[src/design/cpo_pkg.sv]
/*
 * cpo_pkg: shared constants and types for the clock-output and synthesizer
 * pin-override control block.
 * assumes: a single 25 MHz system clock; spi frames of 24 bits, mode 0.
 */
package cpo_pkg;
   // register offsets
   localparam logic [14:0] ADDR_AUX_CTRL  = 15'h0057;
   localparam logic [14:0] ADDR_OVERRIDE  = 15'h0058;
   localparam logic [14:0] ADDR_TRIM      = 15'h0059;
   // reset values
   localparam logic [7:0]  RST_AUX_CTRL   = 8'h00;
   localparam logic [7:0]  RST_OVERRIDE   = 8'h00;
   localparam logic [7:0]  RST_TRIM       = 8'h00;
   // aux output control fields
   localparam int          AUX_EN_BIT     = 7;
   localparam int          AUX_SEL_LSB    = 0;
   localparam int          AUX_SEL_W      = 3;
   // override register fields and trim field width
   localparam int          OVR_EN_BIT     = 7;
   localparam int          OVR_D_LSB      = 4;
   localparam int          OVR_C_LSB      = 2;
   localparam int          OVR_SE_BIT     = 1;
   localparam int          OVR_SYN_BIT    = 0;
   localparam int          TRIM_W         = 7;
   // aux select codes
   localparam logic [2:0]  AUX_SEL_UI16   = 3'h0;
   localparam logic [2:0]  AUX_SEL_UI32   = 3'h1;
   localparam logic [2:0]  AUX_SEL_UI64   = 3'h2;
   localparam logic [2:0]  AUX_SEL_TSTAMP = 3'h3;
   // aux clock periods in serializer unit intervals
   localparam int          UI_PERIOD_16   = 16;
   localparam int          UI_PERIOD_32   = 32;
   localparam int          UI_PERIOD_64   = 64;
   // divided-reference select codes
   localparam logic [1:0]  REF_OFF        = 2'h0;
   localparam logic [1:0]  REF_DIV1       = 2'h1;
   localparam logic [1:0]  REF_DIV2       = 2'h2;
   localparam logic [1:0]  REF_DIV4       = 2'h3;
   // spi frame layout
   localparam int          SPI_HDR_BITS   = 16;
   localparam int          SPI_FRAME_BITS = 24;

   typedef struct packed {
      logic        wr;
      logic [14:0] addr;
      logic [7:0]  wdata;
   } cpo_reg_req_t;

   typedef enum logic [2:0] {
      CPO_SPI_IDLE = 3'b001,
      CPO_SPI_HDR  = 3'b010,
      CPO_SPI_DATA = 3'b100
   } cpo_spi_state_t;
endpackage

[src/design/cpo_spi_slave.sv]
/*
 * cpo_spi_slave: spi register port, mode 0, msb first.
 * frame: rw bit (1 = read), 15 address bits, 8 data bits.
 * assumes: pins are asynchronous; sclk is well below clk_sys_in / 4.
 */
`timescale 1ns/1ps
module cpo_spi_slave (
   input  wire logic                  clk_sys_in,
   input  wire logic                  rst_n_in,
   input  wire logic                  spi_sclk_in,
   input  wire logic                  spi_cs_n_in,
   input  wire logic                  spi_mosi_in,
   input  wire logic [7:0]            rd_data_in,
   output cpo_pkg::cpo_reg_req_t      req_out,
   output logic                       req_valid_out,
   output logic [14:0]                rd_addr_out,
   output logic                       spi_miso_out,
   output logic                       spi_miso_oe_out
);
   logic [2:0]                sclk_sync;
   logic [1:0]                cs_sync;
   logic [1:0]                mosi_sync;
   logic [4:0]                bit_cnt;
   logic [15:0]               hdr;
   logic [7:0]                data_sh;
   logic [7:0]                tx_sh;
   cpo_pkg::cpo_spi_state_t   state;
   logic                      rise;
   logic                      fall;
   logic                      active;

   ////////////////////////////////////////////////////////////////////////
   // pin synchronisers; the first stage feeds only the second
   always_ff @(posedge clk_sys_in or negedge rst_n_in) begin
      if (!rst_n_in) begin
         sclk_sync <= 3'h0;
         cs_sync   <= 2'h3;
         mosi_sync <= 2'h0;
      end else begin
         sclk_sync <= {sclk_sync[1:0], spi_sclk_in};
         cs_sync   <= {cs_sync[0], spi_cs_n_in};
         mosi_sync <= {mosi_sync[0], spi_mosi_in};
      end
   end

   assign rise   = sclk_sync[1] & ~sclk_sync[2];
   assign fall   = ~sclk_sync[1] & sclk_sync[2];
   assign active = ~cs_sync[1];
   assign rd_addr_out = hdr[14:0];

   ////////////////////////////////////////////////////////////////////////
   always_ff @(posedge clk_sys_in or negedge rst_n_in) begin
      if (!rst_n_in) begin
         state         <= cpo_pkg::CPO_SPI_IDLE;
         bit_cnt       <= 5'h00;
         hdr           <= 16'h0000;
         data_sh       <= 8'h00;
         req_out       <= '0;
         req_valid_out <= 1'b0;
      end else begin
         req_valid_out <= 1'b0;
         if (!active) begin
            state   <= cpo_pkg::CPO_SPI_IDLE;
            bit_cnt <= 5'h00;
         end else if (rise) begin
            bit_cnt <= bit_cnt + 5'h01;
            case (state)
               cpo_pkg::CPO_SPI_IDLE,
               cpo_pkg::CPO_SPI_HDR: begin
                  hdr   <= {hdr[14:0], mosi_sync[1]};
                  state <= (bit_cnt == 5'(cpo_pkg::SPI_HDR_BITS - 1)) ?
                           cpo_pkg::CPO_SPI_DATA : cpo_pkg::CPO_SPI_HDR;
               end
               cpo_pkg::CPO_SPI_DATA: begin
                  data_sh <= {data_sh[6:0], mosi_sync[1]};
                  if (bit_cnt == 5'(cpo_pkg::SPI_FRAME_BITS - 1)) begin
                     // writes land only when the full frame arrived
                     req_out.wr    <= ~hdr[15];
                     req_out.addr  <= hdr[14:0];
                     req_out.wdata <= {data_sh[6:0], mosi_sync[1]};
                     req_valid_out <= ~hdr[15];
                     state         <= cpo_pkg::CPO_SPI_IDLE;
                  end
               end
               default: state <= cpo_pkg::CPO_SPI_IDLE;
            endcase
         end
      end
   end

   ////////////////////////////////////////////////////////////////////////
   // read data leaves on falling edges once the header is complete
   always_ff @(posedge clk_sys_in or negedge rst_n_in) begin
      if (!rst_n_in) begin
         tx_sh           <= 8'h00;
         spi_miso_out    <= 1'b0;
         spi_miso_oe_out <= 1'b0;
      end else begin
         spi_miso_oe_out <= active;
         if (fall && state == cpo_pkg::CPO_SPI_DATA) begin
            if (bit_cnt == 5'(cpo_pkg::SPI_HDR_BITS)) begin
               spi_miso_out <= rd_data_in[7];
               tx_sh        <= {rd_data_in[6:0], 1'b0};
            end else begin
               spi_miso_out <= tx_sh[7];
               tx_sh        <= {tx_sh[6:0], 1'b0};
            end
         end else if (!active) begin
            spi_miso_out <= 1'b0;
         end
      end
   end
endmodule // cpo_spi_slave

[src/design/cpo_clock_out_ctrl.sv]
/*
 * cpo_clock_out_ctrl: aux clock/trigger output, synthesizer pin override,
 * two divided-reference outputs and the oscillator trim register.
 * assumes: ui and reference ticks are one-cycle pulses on clk_sys_in;
 * straps, select pins and timestamp are asynchronous pins.
 */
`timescale 1ns/1ps
module cpo_clock_out_ctrl (
   input  wire logic       clk_sys_in,
   input  wire logic       rst_n_in,
   input  wire logic       spi_sclk_in,
   input  wire logic       spi_cs_n_in,
   input  wire logic       spi_mosi_in,
   input  wire logic       ser_ui_tick_in,
   input  wire logic       ser_reinit_in,
   input  wire logic       timestamp_input_in,
   input  wire logic       ref_tick_in,
   input  wire logic       synth_enable_pin_in,
   input  wire logic       se_ref_select_pin_in,
   input  wire logic       clock_strap_0_in,
   input  wire logic       clock_strap_1_in,
   input  wire logic       cal_load_in,
   input  wire logic [6:0] cal_trim_in,
   output logic            spi_miso_out,
   output logic            spi_miso_oe_out,
   output logic            aux_out_enable_out,
   output logic            aux_clock_output_out,
   output logic            synth_enable_out,
   output logic            se_ref_select_out,
   output logic            divided_ref_out_c_out,
   output logic            divided_ref_out_d_out,
   output logic [6:0]      osc_freq_trim_out
);
   cpo_pkg::cpo_reg_req_t  req;
   logic                   req_valid;
   logic [14:0]            rd_addr;
   logic [7:0]             rd_data;
   logic [7:0]             aux_output_control;
   logic [7:0]             synth_pin_override;
   logic [7:0]             osc_frequency_trim;
   logic [1:0]             ts_sync;
   logic [1:0]             pin_syn_sync;
   logic [1:0]             pin_se_sync;
   logic [1:0]             strap0_sync;
   logic [1:0]             strap1_sync;
   logic [5:0]             ui_cnt;
   logic                   ovr_on;
   logic [2:0]             aux_sel;
   logic [1:0]             ref_sel [2];
   logic                   ref_run [2];
   logic [1:0]             ref_cnt [2];
   logic                   ref_q   [2];

   // half period of the aux clock in ui ticks, minus one
   function automatic logic [5:0] aux_half(input logic [2:0] sel);
      case (sel)
         cpo_pkg::AUX_SEL_UI16: aux_half = 6'(cpo_pkg::UI_PERIOD_16 / 2 - 1);
         cpo_pkg::AUX_SEL_UI32: aux_half = 6'(cpo_pkg::UI_PERIOD_32 / 2 - 1);
         default:               aux_half = 6'(cpo_pkg::UI_PERIOD_64 / 2 - 1);
      endcase
   endfunction

   // reference ticks between toggles, minus one
   function automatic logic [1:0] ref_half(input logic [1:0] sel);
      case (sel)
         cpo_pkg::REF_DIV2: ref_half = 2'h1;
         cpo_pkg::REF_DIV4: ref_half = 2'h3;
         default:           ref_half = 2'h0;
      endcase
   endfunction

   cpo_spi_slave u_spi (
      .clk_sys_in      (clk_sys_in),
      .rst_n_in        (rst_n_in),
      .spi_sclk_in     (spi_sclk_in),
      .spi_cs_n_in     (spi_cs_n_in),
      .spi_mosi_in     (spi_mosi_in),
      .rd_data_in      (rd_data),
      .req_out         (req),
      .req_valid_out   (req_valid),
      .rd_addr_out     (rd_addr),
      .spi_miso_out    (spi_miso_out),
      .spi_miso_oe_out (spi_miso_oe_out)
   );

   ////////////////////////////////////////////////////////////////////////
   // pin synchronisers
   always_ff @(posedge clk_sys_in or negedge rst_n_in) begin
      if (!rst_n_in) begin
         ts_sync      <= 2'h0;
         pin_syn_sync <= 2'h0;
         pin_se_sync  <= 2'h0;
         strap0_sync  <= 2'h0;
         strap1_sync  <= 2'h0;
      end else begin
         ts_sync      <= {ts_sync[0], timestamp_input_in};
         pin_syn_sync <= {pin_syn_sync[0], synth_enable_pin_in};
         pin_se_sync  <= {pin_se_sync[0], se_ref_select_pin_in};
         strap0_sync  <= {strap0_sync[0], clock_strap_0_in};
         strap1_sync  <= {strap1_sync[0], clock_strap_1_in};
      end
   end

   ////////////////////////////////////////////////////////////////////////
   // register file
   always_ff @(posedge clk_sys_in or negedge rst_n_in) begin
      if (!rst_n_in) begin
         aux_output_control <= cpo_pkg::RST_AUX_CTRL;
         synth_pin_override <= cpo_pkg::RST_OVERRIDE;
         osc_frequency_trim <= cpo_pkg::RST_TRIM;
      end else begin
         if (req_valid && req.wr) begin
            if (req.addr == cpo_pkg::ADDR_AUX_CTRL) begin
               aux_output_control <= req.wdata;
            end else if (req.addr == cpo_pkg::ADDR_OVERRIDE) begin
               synth_pin_override <= req.wdata;
            end else if (req.addr == cpo_pkg::ADDR_TRIM) begin
               osc_frequency_trim <= req.wdata;
            end
         end
         // a calibration load beats a host write to trim bits 6:0 in the same cycle
         if (cal_load_in) begin
            osc_frequency_trim[cpo_pkg::TRIM_W-1:0] <= cal_trim_in;
         end
      end
   end

   always_comb begin
      if (rd_addr == cpo_pkg::ADDR_AUX_CTRL) begin
         rd_data = aux_output_control;
      end else if (rd_addr == cpo_pkg::ADDR_OVERRIDE) begin
         rd_data = synth_pin_override;
      end else if (rd_addr == cpo_pkg::ADDR_TRIM) begin
         rd_data = osc_frequency_trim;
      end else begin
         rd_data = 8'h00;
      end
   end

   always_ff @(posedge clk_sys_in or negedge rst_n_in) begin
      if (!rst_n_in) begin
         osc_freq_trim_out <= 7'h00;
      end else begin
         osc_freq_trim_out <= osc_frequency_trim[cpo_pkg::TRIM_W-1:0];
      end
   end

   ////////////////////////////////////////////////////////////////////////
   // synthesizer pin override
   assign ovr_on = synth_pin_override[cpo_pkg::OVR_EN_BIT];

   always_ff @(posedge clk_sys_in or negedge rst_n_in) begin
      if (!rst_n_in) begin
         synth_enable_out  <= 1'b0;
         se_ref_select_out <= 1'b0;
      end else if (ovr_on) begin
         synth_enable_out  <= synth_pin_override[cpo_pkg::OVR_SYN_BIT];
         se_ref_select_out <= synth_pin_override[cpo_pkg::OVR_SE_BIT];
      end else begin
         synth_enable_out  <= pin_syn_sync[1];
         se_ref_select_out <= pin_se_sync[1];
      end
   end

   ////////////////////////////////////////////////////////////////////////
   // divided-reference outputs c (index 0) and d (index 1)
   always_comb begin
      if (ovr_on) begin
         ref_sel[0] = synth_pin_override[cpo_pkg::OVR_C_LSB +: 2];
         ref_sel[1] = synth_pin_override[cpo_pkg::OVR_D_LSB +: 2];
      end else begin
         ref_sel[0] = {strap1_sync[1], strap0_sync[1]};
         ref_sel[1] = {strap1_sync[1], strap0_sync[1]};
      end
      ref_run[0] = (ref_sel[0] != cpo_pkg::REF_OFF);
      ref_run[1] = (ref_sel[1] != cpo_pkg::REF_OFF) && ref_run[0];
   end

   for (genvar i = 0; i < 2; i++) begin : g_ref
      always_ff @(posedge clk_sys_in or negedge rst_n_in) begin
         if (!rst_n_in) begin
            ref_cnt[i] <= 2'h0;
            ref_q[i]   <= 1'b0;
         end else if (!ref_run[i]) begin
            ref_cnt[i] <= 2'h0;
            ref_q[i]   <= 1'b0;
         end else if (ref_tick_in) begin
            if (ref_cnt[i] >= ref_half(ref_sel[i])) begin
               ref_cnt[i] <= 2'h0;
               ref_q[i]   <= ~ref_q[i];
            end else begin
               ref_cnt[i] <= ref_cnt[i] + 2'h1;
            end
         end
      end
   end

   assign divided_ref_out_c_out = ref_q[0];
   assign divided_ref_out_d_out = ref_q[1];

   ////////////////////////////////////////////////////////////////////////
   // aux output; reserved selects hold it low
   assign aux_sel = aux_output_control[cpo_pkg::AUX_SEL_LSB +: cpo_pkg::AUX_SEL_W];

   always_ff @(posedge clk_sys_in or negedge rst_n_in) begin
      if (!rst_n_in) begin
         aux_out_enable_out   <= 1'b0;
         aux_clock_output_out <= 1'b0;
         ui_cnt               <= 6'h00;
      end else begin
         aux_out_enable_out <= aux_output_control[cpo_pkg::AUX_EN_BIT];
         if (!aux_output_control[cpo_pkg::AUX_EN_BIT]) begin
            aux_clock_output_out <= 1'b0;
            ui_cnt               <= 6'h00;
         end else if (aux_sel == cpo_pkg::AUX_SEL_TSTAMP) begin
            aux_clock_output_out <= ts_sync[1];
            ui_cnt               <= 6'h00;
         end else if (aux_sel > cpo_pkg::AUX_SEL_TSTAMP) begin
            aux_clock_output_out <= 1'b0;
            ui_cnt               <= 6'h00;
         end else if (ser_reinit_in) begin
            // divided path follows the serializer, so it stops with it
            aux_clock_output_out <= 1'b0;
            ui_cnt               <= 6'h00;
         end else if (ser_ui_tick_in) begin
            if (ui_cnt >= aux_half(aux_sel)) begin
               ui_cnt               <= 6'h00;
               aux_clock_output_out <= ~aux_clock_output_out;
            end else begin
               ui_cnt <= ui_cnt + 6'h01;
            end
         end
      end
   end

   ////////////////////////////////////////////////////////////////////////
   // checks
   property p_aux_off;
      @(posedge clk_sys_in) disable iff (!rst_n_in)
      !aux_output_control[7] |=> !aux_clock_output_out && !aux_out_enable_out;
   endproperty
   a_aux_off: assert property (p_aux_off) else $error("aux output active while disabled");

   property p_aux_tstamp;
      @(posedge clk_sys_in) disable iff (!rst_n_in)
      (aux_output_control[7] && aux_sel == 3'h3) |=> aux_clock_output_out == $past(ts_sync[1]);
   endproperty
   a_aux_tstamp: assert property (p_aux_tstamp) else $error("aux not following timestamp");

   property p_aux_reserved;
      @(posedge clk_sys_in) disable iff (!rst_n_in)
      (aux_sel[2] && $stable(aux_sel)) |=> !aux_clock_output_out;
   endproperty
   a_aux_reserved: assert property (p_aux_reserved) else $error("reserved select drives aux");

   property p_aux_reinit;
      @(posedge clk_sys_in) disable iff (!rst_n_in)
      (ser_reinit_in && aux_sel <= 3'h2) |=> !aux_clock_output_out && ui_cnt == 6'h00;
   endproperty
   a_aux_reinit: assert property (p_aux_reinit) else $error("aux ran during reinit");

   property p_ui16_limit;
      @(posedge clk_sys_in) disable iff (!rst_n_in)
      (aux_output_control[7] && aux_sel == 3'h0) |-> ui_cnt <= 6'h07;
   endproperty
   a_ui16_limit: assert property (p_ui16_limit) else $error("16 ui counter overran");

   property p_pin_mode;
      @(posedge clk_sys_in) disable iff (!rst_n_in)
      !ovr_on |=> synth_enable_out == $past(pin_syn_sync[1])
                  && se_ref_select_out == $past(pin_se_sync[1]);
   endproperty
   a_pin_mode: assert property (p_pin_mode) else $error("pin mode not followed");

   property p_ovr_syn;
      @(posedge clk_sys_in) disable iff (!rst_n_in)
      ovr_on |=> synth_enable_out == $past(synth_pin_override[0]);
   endproperty
   a_ovr_syn: assert property (p_ovr_syn) else $error("override enable not applied");

   property p_ovr_se;
      @(posedge clk_sys_in) disable iff (!rst_n_in)
      ovr_on |=> se_ref_select_out == $past(synth_pin_override[1]);
   endproperty
   a_ovr_se: assert property (p_ovr_se) else $error("override select not applied");

   property p_d_needs_c;
      @(posedge clk_sys_in) disable iff (!rst_n_in)
      (ref_sel[0] == 2'h0) |=> !divided_ref_out_d_out;
   endproperty
   a_d_needs_c: assert property (p_d_needs_c) else $error("output d ran without c");

   property p_c_off;
      @(posedge clk_sys_in) disable iff (!rst_n_in)
      (ovr_on && synth_pin_override[3:2] == 2'h0) |=> !divided_ref_out_c_out;
   endproperty
   a_c_off: assert property (p_c_off) else $error("output c ran while off");

   property p_cal_load;
      @(posedge clk_sys_in) disable iff (!rst_n_in)
      cal_load_in |=> ##1 osc_freq_trim_out == $past(cal_trim_in, 2);
   endproperty
   a_cal_load: assert property (p_cal_load) else $error("calibration trim lost");

   c_aux_toggle: cover property (@(posedge clk_sys_in) disable iff (!rst_n_in)
      aux_output_control[7] && aux_sel == 3'h0 && $rose(aux_clock_output_out));
   c_ref_d_run: cover property (@(posedge clk_sys_in) disable iff (!rst_n_in)
      $rose(divided_ref_out_d_out));
   c_spi_write: cover property (@(posedge clk_sys_in) disable iff (!rst_n_in)
      req_valid && req.addr == cpo_pkg::ADDR_OVERRIDE);
   c_cal_load: cover property (@(posedge clk_sys_in) disable iff (!rst_n_in)
      cal_load_in);
endmodule // cpo_clock_out_ctrl

[config.mk]
export PLATFORM = sky130hd
export DESIGN_NAME = cpo_clock_out_ctrl
export DESIGN_NICKNAME = d
export VERILOG_FILES = /design/src/design/cpo_pkg.sv /design/src/design/cpo_spi_slave.sv /design/src/design/cpo_clock_out_ctrl.sv
export SDC_FILE = /design/constraint.sdc
export NUM_CORES = 1
export LEC_CHECK = 0
export BUFFER_PORTS_ARGS = -buffer_cell sky130_fd_sc_hd__buf_4
export CAP_MARGIN = 15
export CORE_MARGIN = 3
export CORE_UTILIZATION = 60
export DETAILED_ROUTE_END_ITERATION = 12
export PLACE_DENSITY = 0.78
export SETUP_SLACK_MARGIN = 0.15
export SYNTH_ARGS = -nofsm -noshare
export SYNTH_HDL_FRONTEND = slang
export SYNTH_SLANG_ARGS = --single-unit
[constraint.sdc]
create_clock -name clk_sys_in -period 2.9 [get_ports clk_sys_in]
set_input_delay 0.29 -clock clk_sys_in [delete_from_list [all_inputs] [get_ports clk_sys_in]]
set_output_delay 0.29 -clock clk_sys_in [all_outputs]
set_load 0.03 [all_outputs]
# ---- Word-level counts from Yosys, hierarchy flattened
# Index checks and enable logic that the tools add are counted.
dict set report word_totals {
  register_bits 130
  in_bits 21
  out_inout_bits 15
  wordCells 163
}
dict set report classes {
  add_sub_neg 4
  n_lt_le_gt_ge 4
  eq_ne 27
  n_mux 62
  bitwise_logic 11
  n_reduce_logical 22
}
# op count
set ops {}
lappend ops {{15-bit by 7-bit equality test with 1-bit output (second input constant)} 6}
lappend ops {{6-bit 2-to-1 mux} 11}
lappend ops {{7-bit 2-to-1 mux} 5}
lappend ops {{8-bit 2-to-1 mux} 4}
lappend ops {{1-bit 2-to-1 mux} 21}
lappend ops {{2-bit 2-to-1 mux} 10}
lappend ops {{3-bit 2-to-1 mux} 4}
lappend ops {{4-bit AND reduction} 3}
lappend ops {{2-bit nonzero test} 6}
lappend ops {{5-bit equality test (second input constant)} 2}
lappend ops {{5-bit 2-to-1 mux} 2}
lappend ops {{5-bit case mux with 2 select lines} 1}
lappend ops {{2-bit AND reduction} 5}
lappend ops {{1-bit NOT} 9}
lappend ops {{3-bit AND reduction} 3}
lappend ops {{2-bit equality test (second input constant)} 4}
lappend ops {{2-bit != test (second input constant)} 4}
lappend ops {{2-bit case mux with 2 select lines} 2}
lappend ops {{6-bit by 1-bit adder with 6-bit output (second input constant)} 1}
lappend ops {{3-bit by 1-bit equality test with 1-bit output (second input constant)} 2}
lappend ops {{3-bit by 2-bit equality test with 1-bit output (second input constant)} 2}
lappend ops {{6-bit >= comparator} 1}
lappend ops {{3-bit case mux with 2 select lines} 1}
lappend ops {{5-bit by 1-bit adder with 5-bit output (second input constant)} 1}
lappend ops {{other kinds (14)} 20}

# ---- Longest topological paths before layout
# Gate-level depths: netlist of run 1.
dict set report logic_depth {
  depth_word 14
  mapped_depth 8
  mapped_depth_nobuf 7
}

# ---- By module
# A second synthesis of run 1 with hierarchy kept.
dict set report hier_totals {
  cells_unflattened 444
  area_unflattened_um2 5666.7
}
# module instances cells_per_inst area_per_inst_um2 seq_area_each_um2
set modules_own_cells {}
lappend modules_own_cells {cpo_spi_slave 1 203 2969.1 1805.5}
lappend modules_own_cells {cpo_clock_out_ctrl 1 241 2697.6 1426.4}

# ---- Worst setup path after synthesis of run 1
# Ideal clock, no wire load.
dict set report synth_path {
  path_kind {register -> register}
  start {register u_spi.cs_sync[1]}
  end {register u_spi.hdr[10]}
  setup_ps 125
  t_arrival_ps 1891
  required_ps 2775
  setup_slack_ps 884
  path_stages_with_launch 6
  path_buffers 3
  synth_period_minus_slack_ps 2016
  path_cell_list {dfstp_2 > clkbuf_1 > or4_1 > clkbuf_1 > clkbuf_1 > mux2_2}
}
dict set report synth_via {
  elab_chain_len 2
}
# element line_no
set synth_lines {}
lappend synth_lines {{from (decl)} cpo_spi_slave.sv:21} ;# logic [1:0] cs_sync;
lappend synth_lines {{from (signal assigned)} cpo_spi_slave.sv:41} ;# cs_sync <= {cs_sync[0], spi_cs_n_in};
lappend synth_lines {{1-bit NOT (no source line)} n/a}
lappend synth_lines {{3-bit AND reduction (no source line)} n/a}
lappend synth_lines {{to (signal assigned)} cpo_spi_slave.sv:70} ;# hdr <= {hdr[14:0], mosi_sync[1]};
lappend synth_lines {{to (decl)} cpo_spi_slave.sv:24} ;# logic [15:0] hdr;
# No other way between the ends.
# A chain may end at the register's enable or synchronous reset.

# ---- Worst setup path in the final report of run 1
dict set report layout_path {
  start {register u_spi.hdr[1]}
  end {register u_spi.tx_sh[2]}
}
dict set report layout_via {
  elab_chain_len 5
  elab_cells_between_ends 7
  cone_classes {3 x eq/ne; 4 x mux}
}
# element line_no
set layout_lines {}
lappend layout_lines {{15-bit by 7-bit equality test with 1-bit output} cpo_clock_out_ctrl.sv:133} ;# end else if (rd_addr == cpo_pkg::ADDR_TRIM) begin
lappend layout_lines {{8-bit 2-to-1 mux} cpo_clock_out_ctrl.sv:133}
lappend layout_lines {{8-bit 2-to-1 mux} cpo_clock_out_ctrl.sv:131} ;# end else if (rd_addr == cpo_pkg::ADDR_OVERRIDE) begin
lappend layout_lines {{8-bit 2-to-1 mux (*)} cpo_clock_out_ctrl.sv:129} ;# if (rd_addr == cpo_pkg::ADDR_AUX_CTRL) begin
lappend layout_lines {{8-bit 2-to-1 mux (*)} cpo_spi_slave.sv:101} ;# if (bit_cnt == 5'(cpo_pkg::SPI_HDR_BITS)) begin
lappend layout_lines {{to (signal assigned)} cpo_spi_slave.sv:103} ;# tx_sh <= {rd_data_in[6:0], 1'b0};
lappend layout_lines {{to (signal assigned)} cpo_spi_slave.sv:106} ;# tx_sh <= {tx_sh[6:0], 1'b0};
lappend layout_lines {{to (decl)} cpo_spi_slave.sv:26} ;# logic [7:0] tx_sh;
# Every way passes the cells marked *; elsewhere a longest branch is shown, timed or not.

==> results of run 1 <==
-- flip-flops by register name, indices dropped and copies added, names as in the netlist, 2 cells and up --
signal,count
ref_cnt,4
u_spi.tx_sh,7
osc_frequency_trim,8
strap0_sync,2
u_spi.req_out,24
u_spi.data_sh,7
pin_syn_sync,2
aux_output_control,8
u_spi.state,3
osc_freq_trim_out,7
ui_cnt,6
u_spi.cs_sync,2
pin_se_sync,2
u_spi.mosi_sync,2
u_spi.bit_cnt,5
ts_sync,2
synth_pin_override,8
u_spi.sclk_sync,3
u_spi.hdr,16
strap1_sync,2
-- cells in the mapped netlist (9+ instances only) --
master / number / area share
nand2_1: 27 / 0.018
clkbuf_1: 14 / 0.0096
dfrtp_1: 126 / 0.57
ha_1: 10 / 0.023
nand3_1: 11 / 0.010
mux2_2: 63 / 0.13
a21oi_1: 19 / 0.017
a21o_1: 9 / 0.012
inv_1: 12 / 0.0082
nor2_1: 13 / 0.0089
o21ai_0: 30 / 0.027
nor2b_1: 16 / 0.018
a31oi_1: 10 / 0.011
-- kinds of logic after synthesis --
family,synth area share
adder cells (fa/ha/maj),0.0227
AO/OA/AOI/OAI,0.101
buffers and inverters,0.0193
flip-flops,0.588
multiplexers,0.140
AND/OR/NAND/NOR,0.120
XOR/XNOR,0.00956
-- layout by cell type, fill, tap and decap left out, types with 4 or more instances in the layout --
master         instances
mux2i_1                6
bufinv_16              4
o21ai_0               30
nand4b_1               4
inv_1                 12
nand2b_1               5
clkbuf_16             16
dlygate4sd3_1         10
a31oi_1               10
buf_4                 39
a22o_1                 4
nand2_1               27
mux2_2                63
ha_1                  10
nor3_1                 5
or3_1                  5
nor2_1                13
clkinv_4               4
a21oi_1               19
a22oi_1                7
nor2b_1               16
a21o_1                 9
dfrtp_1              126
and4b_1                4
nand3_1               11
-- final cells by class --
cell class                      count  area (sq um)  share of cell area
Clock inverter                     12           184              0.0279
Clock buffer                       20           425              0.0645
Inverter                           12          45.0             0.00683
Tap cell                          108           135              0.0205
Multi-Input combinational cell    288          2160               0.328
Timing Repair Buffer               50           413              0.0626
Sequential cell                   129          3230               0.490
-- power breakdown --
part | switching (W) | internal (W) | total, W
combinational | 0.000203 | 0.000175 | 0.000378
sequential | 0.0000917 | 0.00189 | 0.00199
clock | 0.000782 | 0.00140 | 0.00218
-- stage by stage --
step	area (sq um)	setup slack, ps
floorplan	5500	884
global placement	5890	743
detailed placement	5890	650
CTS	6600	582
global route	6600	370
finish	6600	575
-- metal layers --
metal	GRT usage	part of all wire	up-vias
met2	0.397	0.51	116
li1	-	-	1730
met1	0.311	0.43	1897
met3	0.0723	0.043	29
met4	0.0910	0.022	0
met5	0	0	-
-- timing repair --
item / in CTS / in global routing
hold endpoints to repair: 68 / 0
gates resized for setup: 0 / 0
hold buffers: 10 / 0
-- worst max-delay path, stage by stage, from the launching register on --
cell and delay, ps:
dfrtp_1 430, or4b_2 700, nor4_2 650, a22oi_1 210
o21ai_0 240
-- worst min path at each step --
stage,startpoint,to,slack [ps],cells after the start
after floorplan,rst_n_in,aux_clock_output_out,-6,0
after global placement,ts_sync[0],ts_sync[1],330,0
after detailed placement,u_spi.sclk_sync[0],u_spi.sclk_sync[1],340,0
after CTS,cal_trim_in[1],osc_frequency_trim[1],10,3
after global routing,cal_trim_in[2],osc_frequency_trim[2],30,3
final,cal_trim_in[1],osc_frequency_trim[1],30,3
==> results.py, run 1 <==
metrics = {
    "cts": {
        "post_cts_buffers": 0,
        "cts_tree": "yes",
        "cts-root-buf": "clkbuf_8",
        "clk_pin_slew_ps": 60,
        "clockBufferDepth": 2,
        "numCtsBuffers": 17,
        "clock_latency_ps": 520,
        "clock_sinks": 129,
        "htreeDepth": 4,
    },
    "floorplan": {
        "dieArea_sq_um": 10400,
        "core_sq_um": 8810,
        "rows": 34,
        "start_util": 0.625,
        "io_pins": 36,
        "die_x_microns": 102,
        "die_y_microns": 102,
    },
    "route": {
        "drtIter0Drc": 237,
        "ant_nets": 0,
        "wl_microns": 11400,
        "via_per_inst": 6.09,
        "wl_per_cell_microns": 18.4,
        "drc": 0,
        "vias": 3772,
        "dr.pass1.iters": 5,
    },
    "global_route": {
        "grt_pass1_vias": 3860,
        "grt_pass1_wl_microns": 19100,
        "track_usage": 0.244,
        "antenna_found_initial": 0,
        "grt_max_degree": 64,
        "grt-ovfl-total": 0,
    },
    "sta": {
        "hold_viol": 0,
        "tns_ps": 0,
        "worst_slew_pin_slew_ps": 976,
        "fmax_mhz": 430,
        "relSlewSlack": 0.348,
        "worst_hold_slack_ps": 29.6,
        "clock_skew_ps": 9.98,
        "rsz0062_at_grt": "false",
        "period_minus_slack_ps": 2330,
        "setup_violations": 0,
        "finalCritPeriodShare": 0.802,
        "drv_slew": 0,
    },
    "power": {
        "p_leak_nw": 3.20,
        "p_total_w": 0.00455,
        "ir_drop_mv": 0.396,
        "p_per_area_nw_per_um2": 689,
    },
    "setup_path": {
        "end_kind": "register",
        "timing.critical_path.arrival_ps": 2750,
        "r2r_start": "u_spi.hdr[1]",
        "cp_max_fo": 8,
        "crit_type": "reg2reg",
        "rr_worst_depth": 4,
        "regToRegSetupSlack_ps": 570,
        "startpoint_type": "register",
        "r2r-end": "u_spi.tx_sh[2]",
        "cp-startpoint": "u_spi.hdr[1]",
        "crit_end": "u_spi.tx_sh[2]",
        "crit_required_ps": 3320,
    },
    "synth": {
        "avgSynthCellArea_sq_um": 12.4,
        "synthCells": 445,
        "synth.distinct_cells": 50,
        "ys_seq_area_frac": 0.588,
        "synth-edff-count": 0,
        "async_reset_ff_frac": 1.00,
        "syn_area_sq_um": 5500,
        "synth_nets": 476,
        "synth-main-ff-cell": "dfrtp_1",
        "synth-warning-count": 0,
        "ys_ff_latch": 129,
    },
    "final_layout": {
        "nets": 529,
        "n_antenna_cell": 0,
        "drive_gt1_frac": 0.278,
        "syn_to_final_growth_pct": 19.9,
        "final_cells": 619,
        "num-fill-cells": 564,
        "fin_util": 0.749,
    },
    "place": {
        "gp_congestion": 0.902,
        "portBuffers": 35,
        "place_inst": 577,
        "place_hpwl_microns": 7420,
    },
    "run_status": {
        "outcome": "finished, final reports clean",
    },
    "worst_hold_path": {
        "hold_class": "in2reg",
    },
    "flow_run": {
        "maxCapViolations": 0,
    },
}
No activity file was read; power rests on OpenSTA's default activity.
==> run 2, diff against run 1 <==
ABC_AREA = 1   (was not set)
CORE_UTILIZATION = 55   (was 60)
PLACE_DENSITY = 0.75   (was 0.78)
clock period = 1.85 ns   (was 2.9 ns; I/O delays follow)
==> run 2 against run 1 <==
Utilization is 2.8 points lower. Non-clock buffer count is 27 higher. Combinational power is 99% higher. Global-route usage is 1.6 points lower. Critical path depth is 7 higher. Wire length is 13% higher. Power is 57% higher. Flip-flop and latch count stayed put. Clock skew is 0.82 ps higher. First-iteration DRC count is 64% higher. Largest cell class unchanged. Highest routed layer unchanged.
==> results.py, run 2 <==
metrics = {
    "route": {
        "vias": 4641,
        "dr.pass1.iters": 7,
        "via_per_inst": 5.33,
        "drc": 0,
        "wl_microns": 12900,
        "drtIter0Drc": 389,
        "wl_per_cell_microns": 14.8,
        "ant_nets": 0,
    },
    "synth": {
        "avgSynthCellArea_sq_um": 9.09,
        "netlist_top_cells_count": "170 x nand2_1, 126 x dfrtp_1, 81 x inv_1, 45 x o21ai_0, 36 x nand3_1",
        "synthTopCellsByArea": "dfrtp_1 54%, nand2_1 11%, inv_1 5.2%, o21ai_0 3.9%, nand3_1 3.1%",
        "synth_nets": 674,
        "ys_seq_area_frac": 0.553,
        "ys_ff_latch": 129,
        "synth_most_common_cell": "nand2_1",
        "async_reset_ff_frac": 1.00,
        "synthCells": 643,
        "syn_area_sq_um": 5840,
        "synth_top_area_cell": "dfrtp_1",
        "synth.distinct_cells": 42,
        "synth-warning-count": 0,
        "synth-edff-count": 0,
        "synth-main-ff-cell": "dfrtp_1",
        "synth_top_area_frac": 0.540,
    },
    "place": {
        "gp_congestion": 0.808,
        "postPlaceCellArea_sq_um": 6230,
        "place_inst": 800,
        "portBuffers": 35,
        "place_hpwl_microns": 8180,
    },
    "power": {
        "p_leak_nw": 3.37,
        "ir_drop_mv": 0.664,
        "p_per_area_nw_per_um2": 983,
    },
    "global_route": {
        "use_met1": 0.282,
        "grtUsageMet3": 0.0580,
        "track_usage": 0.228,
        "grt_pass1_wl_microns": 20900,
        "grt_pass1_vias": 4545,
        "grt_max_degree": 64,
        "grt-ovfl-total": 0,
        "use_met2": 0.385,
        "busiest_layer": "met2",
        "antenna_found_initial": 0,
    },
    "sta": {
        "clock_skew_ps": 10.8,
        "drv_slew": 0,
        "worst_hold_slack_ps": 54.3,
        "hold_viol": 0,
        "worst_slew_pin_slew_ps": 472,
        "relSlewSlack": 0.684,
        "setup_violations": 0,
        "rsz0062_at_grt": "true",
        "finalCritPeriodShare": 0.902,
        "fmax_mhz": 599,
        "period_minus_slack_ps": 1670,
    },
    "floorplan": {
        "die_y_microns": 109,
        "io_pins": 36,
        "die_x_microns": 109,
        "dieArea_sq_um": 11900,
        "core_sq_um": 10000,
        "rows": 36,
        "start_util": 0.582,
    },
    "cts": {
        "clock_latency_ps": 520,
        "htreeDepth": 4,
        "cts_tree": "yes",
        "clk_pin_slew_ps": 60,
        "clock_sinks": 129,
        "numCtsBuffers": 17,
        "clockBufferDepth": 2,
        "cts-root-buf": "clkbuf_8",
    },
    "final_layout": {
        "syn_to_final_growth_pct": 23.9,
        "nets": 755,
        "largest_reg_flops": 24,
        "mostFrequentLayoutCell": "nand2_1",
        "top_register": "u_spi.req_out",
        "top_regs": "u_spi.req_out x24, u_spi.hdr x16",
        "layout_common_cells": "169 x nand2_1, 124 x dfrtp_1, 80 x inv_1",
        "n_antenna_cell": 0,
        "final_cells": 870,
        "drive_gt1_frac": 0.205,
        "design_area_sq_um": 7240,
    },
    "setup_path": {
        "timing.critical_path.arrival_ps": 2070,
        "startpoint_type": "register",
        "end_kind": "register",
        "crit_required_ps": 2250,
        "cp_max_fo": 3,
        "crit_type": "reg2reg",
    },
    "worst_hold_path": {
        "hold_class": "in2reg",
    },
    "flow_run": {
        "maxCapViolations": 0,
    },
    "run_status": {
        "outcome": "finished, final reports clean",
    },
}
## run 2: path summary, 6_finish.rpt
path | start | end | slack (ps) | cells past startpoint
setup / recovery | synth_pin_override[7] | divided_ref_out_c_out | 180 | 11
hold / removal | cal_load_in | osc_frequency_trim[6] | 50 | 4
setup reg to reg | synth_pin_override[7] | divided_ref_out_c_out | 180 | 11
hold reg to reg | pin_syn_sync[0] | pin_syn_sync[1] | 350 | 0
max in group asynchronous | rst_n_in | synth_pin_override[7] | 1110 | 3
min in group asynchronous | rst_n_in | divided_ref_out_d_out | 70 | 2
## run 2: final cells by class
type                       count  area (sq um)
clock buffer                  23           457
timing repair buffer          77           663
tap                          133           166
inverter                      88           335
multi-input combinational    410          2240
sequential                   129          3230
fill                         699          2810
clock inverter                 9           133
timing repair inverter         1          7.51
## run 2: logic make-up after synthesis
kind of cell / count (synthesis) / synth area share
XOR/XNOR: 5 / 0.00750
flip-flops: 129 / 0.553
AND/OR/NAND/NOR: 288 / 0.228
adder cells (fa/ha/maj): 10 / 0.0214
AO/OA/AOI/OAI: 104 / 0.111
multiplexers: 1 / 0.00171
buffers and inverters: 106 / 0.0773
## run 2: metrics by stage
step                setup slack (ps)  setup TNS (ps)  total power [W]   util
detailed placement             -36.4           -36.4          0.00378  0.620
global route                    73.7               0          0.00741  0.721
floorplan                        151               0          0.00353      -
CTS                              158               0          0.00714  0.713
finish                           181               0          0.00712  0.721
global placement                80.5               0          0.00375  0.620
## run 2: worst max-delay path, cell delays in order, from the launching register on
cell	delay (ps)
dfrtp_2	430
nor2_2	120
inv_2	60
o21ai_2	70
nand2_1	120
ha_4	240
a21oi_2	120
nand2_1	90
a21oi_2	140
inv_1	60
nand2_1	50
nand2_1	50
## run 2: repair_timing
action | 4_1_cts | 5_1_grt
resized for setup | 12 | 10
pin swaps | 5 | 11
cloned | 1 | 2
setup buffers | 7 | 4
hold buffers | 24 | 0
endpoints found under the hold margin | 149 | 0
endpoints found under the setup margin | 12 | 25
## run 2: report_power, final
group / internal [W] / switching [W]
Sequential: 0.00297 / 0.000115
Clock: 0.00212 / 0.00116
Combinational: 0.000291 / 0.000460
## run 2: per-layer routing
| metal | wire length (microns) | vias up |
|---|---|---|
| li1 | - | 2242 |
| met4 | 252 | 0 |
| met5 | 0 | - |
| met1 | 5590 | 2239 |
| met3 | 578 | 25 |
| met2 | 6430 | 135 |
==> run 3, diff against run 2 <==
CORE_MARGIN = 8   (was 3)
==> run 3 against run 2 <==
Wire length up 2.3%. Via count is essentially flat. Power is 4.2% higher. Critical path type unchanged.
==> results.py, run 3 (synthesis results as in run 2) <==
metrics = {
    "run_status": {
        "outcome": "finished, final reports clean",
    },
    "final_layout": {
        "num-fill-cells": 715,
        "drive_gt1_frac": 0.214,
        "top_regs": "u_spi.req_out x24, u_spi.hdr x16",
        "top_register": "u_spi.req_out",
        "layout_common_cells": "167 x nand2_1, 123 x dfrtp_1, 80 x inv_1",
        "mostFrequentLayoutCell": "nand2_1",
        "n_antenna_cell": 0,
        "nets": 753,
        "syn_to_final_growth_pct": 25.5,
        "largest_reg_flops": 24,
    },
    "setup_path": {
        "path_cells": "nor2_2, inv_2, o21ai_2, nand2_2, ha_4, a21oi_4, nand2_2, a21oi_2, inv_1, nand2_1, nand2_1",
        "startpoint_type": "register",
        "r2r_start": "synth_pin_override[7]",
        "worst_path_max_delay_cell": "dfrtp_2",
        "end_kind": "register",
        "critical-path-max-stage-delay_ps": 460,
        "regToRegSetupSlack_ps": 170,
        "crit_required_ps": 2270,
        "cp_max_fo": 5,
        "r2r-end": "divided_ref_out_c_out",
        "crit_type": "reg2reg",
        "timing.critical_path.arrival_ps": 2100,
        "rr_worst_depth": 11,
    },
    "cts": {
        "htreeDepth": 4,
        "clockBufferDepth": 2,
        "clk_pin_slew_ps": 60,
        "clock_latency_ps": 520,
        "numCtsBuffers": 17,
        "cts_tree": "yes",
        "clock_sinks": 129,
        "cts-root-buf": "clkbuf_8",
    },
    "sta": {
        "hold_viol": 0,
        "clock_skew_ps": 8.06,
        "fmax_mhz": 594,
        "worst_hold_slack_ps": 45.8,
        "setup_violations": 0,
        "drv_slew": 0,
        "finalCritPeriodShare": 0.910,
        "rsz0062_at_grt": "true",
        "worst_slew_pin_slew_ps": 458,
        "period_minus_slack_ps": 1680,
        "tns_ps": 0,
        "relSlewSlack": 0.694,
    },
    "route": {
        "drtIter0Drc": 424,
        "vias": 4642,
        "dr.pass1.iters": 5,
        "drc": 0,
        "via_per_inst": 5.33,
        "ant_nets": 0,
        "wl_microns": 13200,
        "wl_per_cell_microns": 15.1,
    },
    "global_route": {
        "antenna_found_initial": 0,
        "grt-ovfl-total": 0,
        "track_usage": 0.187,
        "grt_pass1_vias": 4620,
        "grt_max_degree": 50,
        "grt_pass1_wl_microns": 21500,
    },
    "worst_hold_path": {
        "min_from": "cal_load_in",
        "whs_endpoint": "osc_frequency_trim[6]",
        "hold_class": "in2reg",
        "holdPathStages": 4,
    },
    "floorplan": {
        "core_sq_um": 10300,
        "start_util": 0.566,
        "rows": 37,
        "dieArea_sq_um": 14200,
        "die_y_microns": 119,
        "io_pins": 36,
        "die_x_microns": 119,
    },
    "place": {
        "portBuffers": 35,
        "place_hpwl_microns": 8300,
        "gp_congestion": 0.820,
    },
    "flow_run": {
        "maxCapViolations": 0,
    },
    "power": {
        "p_leak_nw": 3.41,
        "ir_drop_mv": 0.875,
        "p_per_area_nw_per_um2": 1010,
    },
}
-- run 3: cell types whose count changed in the layout (fill, tap and decap cells not counted), moves of 2 or more --
cell        before  now
nand2_1        169  167
clkinv_4         3    1
clkinvlp_4       3    1
buf_4           51   48
inv_6            0    6
nand2_2          5    7
buf_12           2    4
clkbuf_1         4    1
-- run 3: worst max-delay path, delay by kind of cell (launching register included) --
kind | cells | cell delay (ps)
AOI/OAI and AO/OA | 3 | 360
DFF | 1 | 460
and+or+nand+nor | 5 | 380
buffers and inverters | 2 | 140
adders and majority gates | 1 | 240
-- run 3: routing by layer --
| metal | share of wire | up-vias | GRT usage |
|---|---|---|---|
| li1 | - | 2248 | - |
| met5 | 0 | - | 0 |
| met1 | 0.43 | 2231 | 0.218 |
| met4 | 0.025 | 0 | 0.0751 |
| met2 | 0.50 | 133 | 0.321 |
| met3 | 0.046 | 30 | 0.0501 |
-- run 3: power breakdown --
group          leakage, nW  internal (W)  total (W)  switching [W]
sequential            1.71       0.00297    0.00308       0.000116
clock                0.306       0.00226    0.00355        0.00130
combinational         1.40      0.000305   0.000781       0.000476
-- run 3: per-stage QoR --
step	std cells	worst slack (ps)	power, W	instance area (sq um)	util
after CTS	861	123	0.00742	7180	0.696
after floorplan	643	151	0.00353	5840	-
final	871	167	0.00742	7340	0.711
after global routing	871	76.7	0.00770	7340	0.711
after detailed placement	802	7.44	0.00378	6240	0.604
after global placement	802	84.0	0.00375	6240	0.604
-- run 3: timing repair --
action / 4_1_cts / 5_1_grt
setup endpoints to repair: 14 / 42
hold buffers: 24 / 0
cloned: 0 / 2
gates resized for setup: 17 / 13
pin swaps: 7 / 8
setup buffers: 3 / 8
endpoints found under the hold margin: 90 / 0
-- run 3: worst max-delay path by stage --
stage / startpoint / endpoint / slack, ps / cells past startpoint
2_1_floorplan: synth_pin_override[7] / divided_ref_out_c_out / 150 / 11
4_1_cts: u_spi.req_out[13] / synth_pin_override[7] / 120 / 6
6_report: synth_pin_override[7] / divided_ref_out_c_out / 170 / 11
3_3_place_gp: synth_pin_override[7] / divided_ref_out_c_out / 80 / 11
3_5_place_dp: synth_pin_override[7] / divided_ref_out_c_out / 7 / 11
5_1_grt: synth_pin_override[7] / divided_ref_out_c_out / 80 / 11
-- run 3: cell type report --
class	instances	area (sq um)	share of cell area
multi-input combinational	410	2290	0.312
sequential	129	3240	0.441
clock inverter	13	196	0.0268
tap	136	170	0.0232
clock buffer	19	432	0.0588
timing repair buffer	76	681	0.0928
inverter	88	335	0.0457
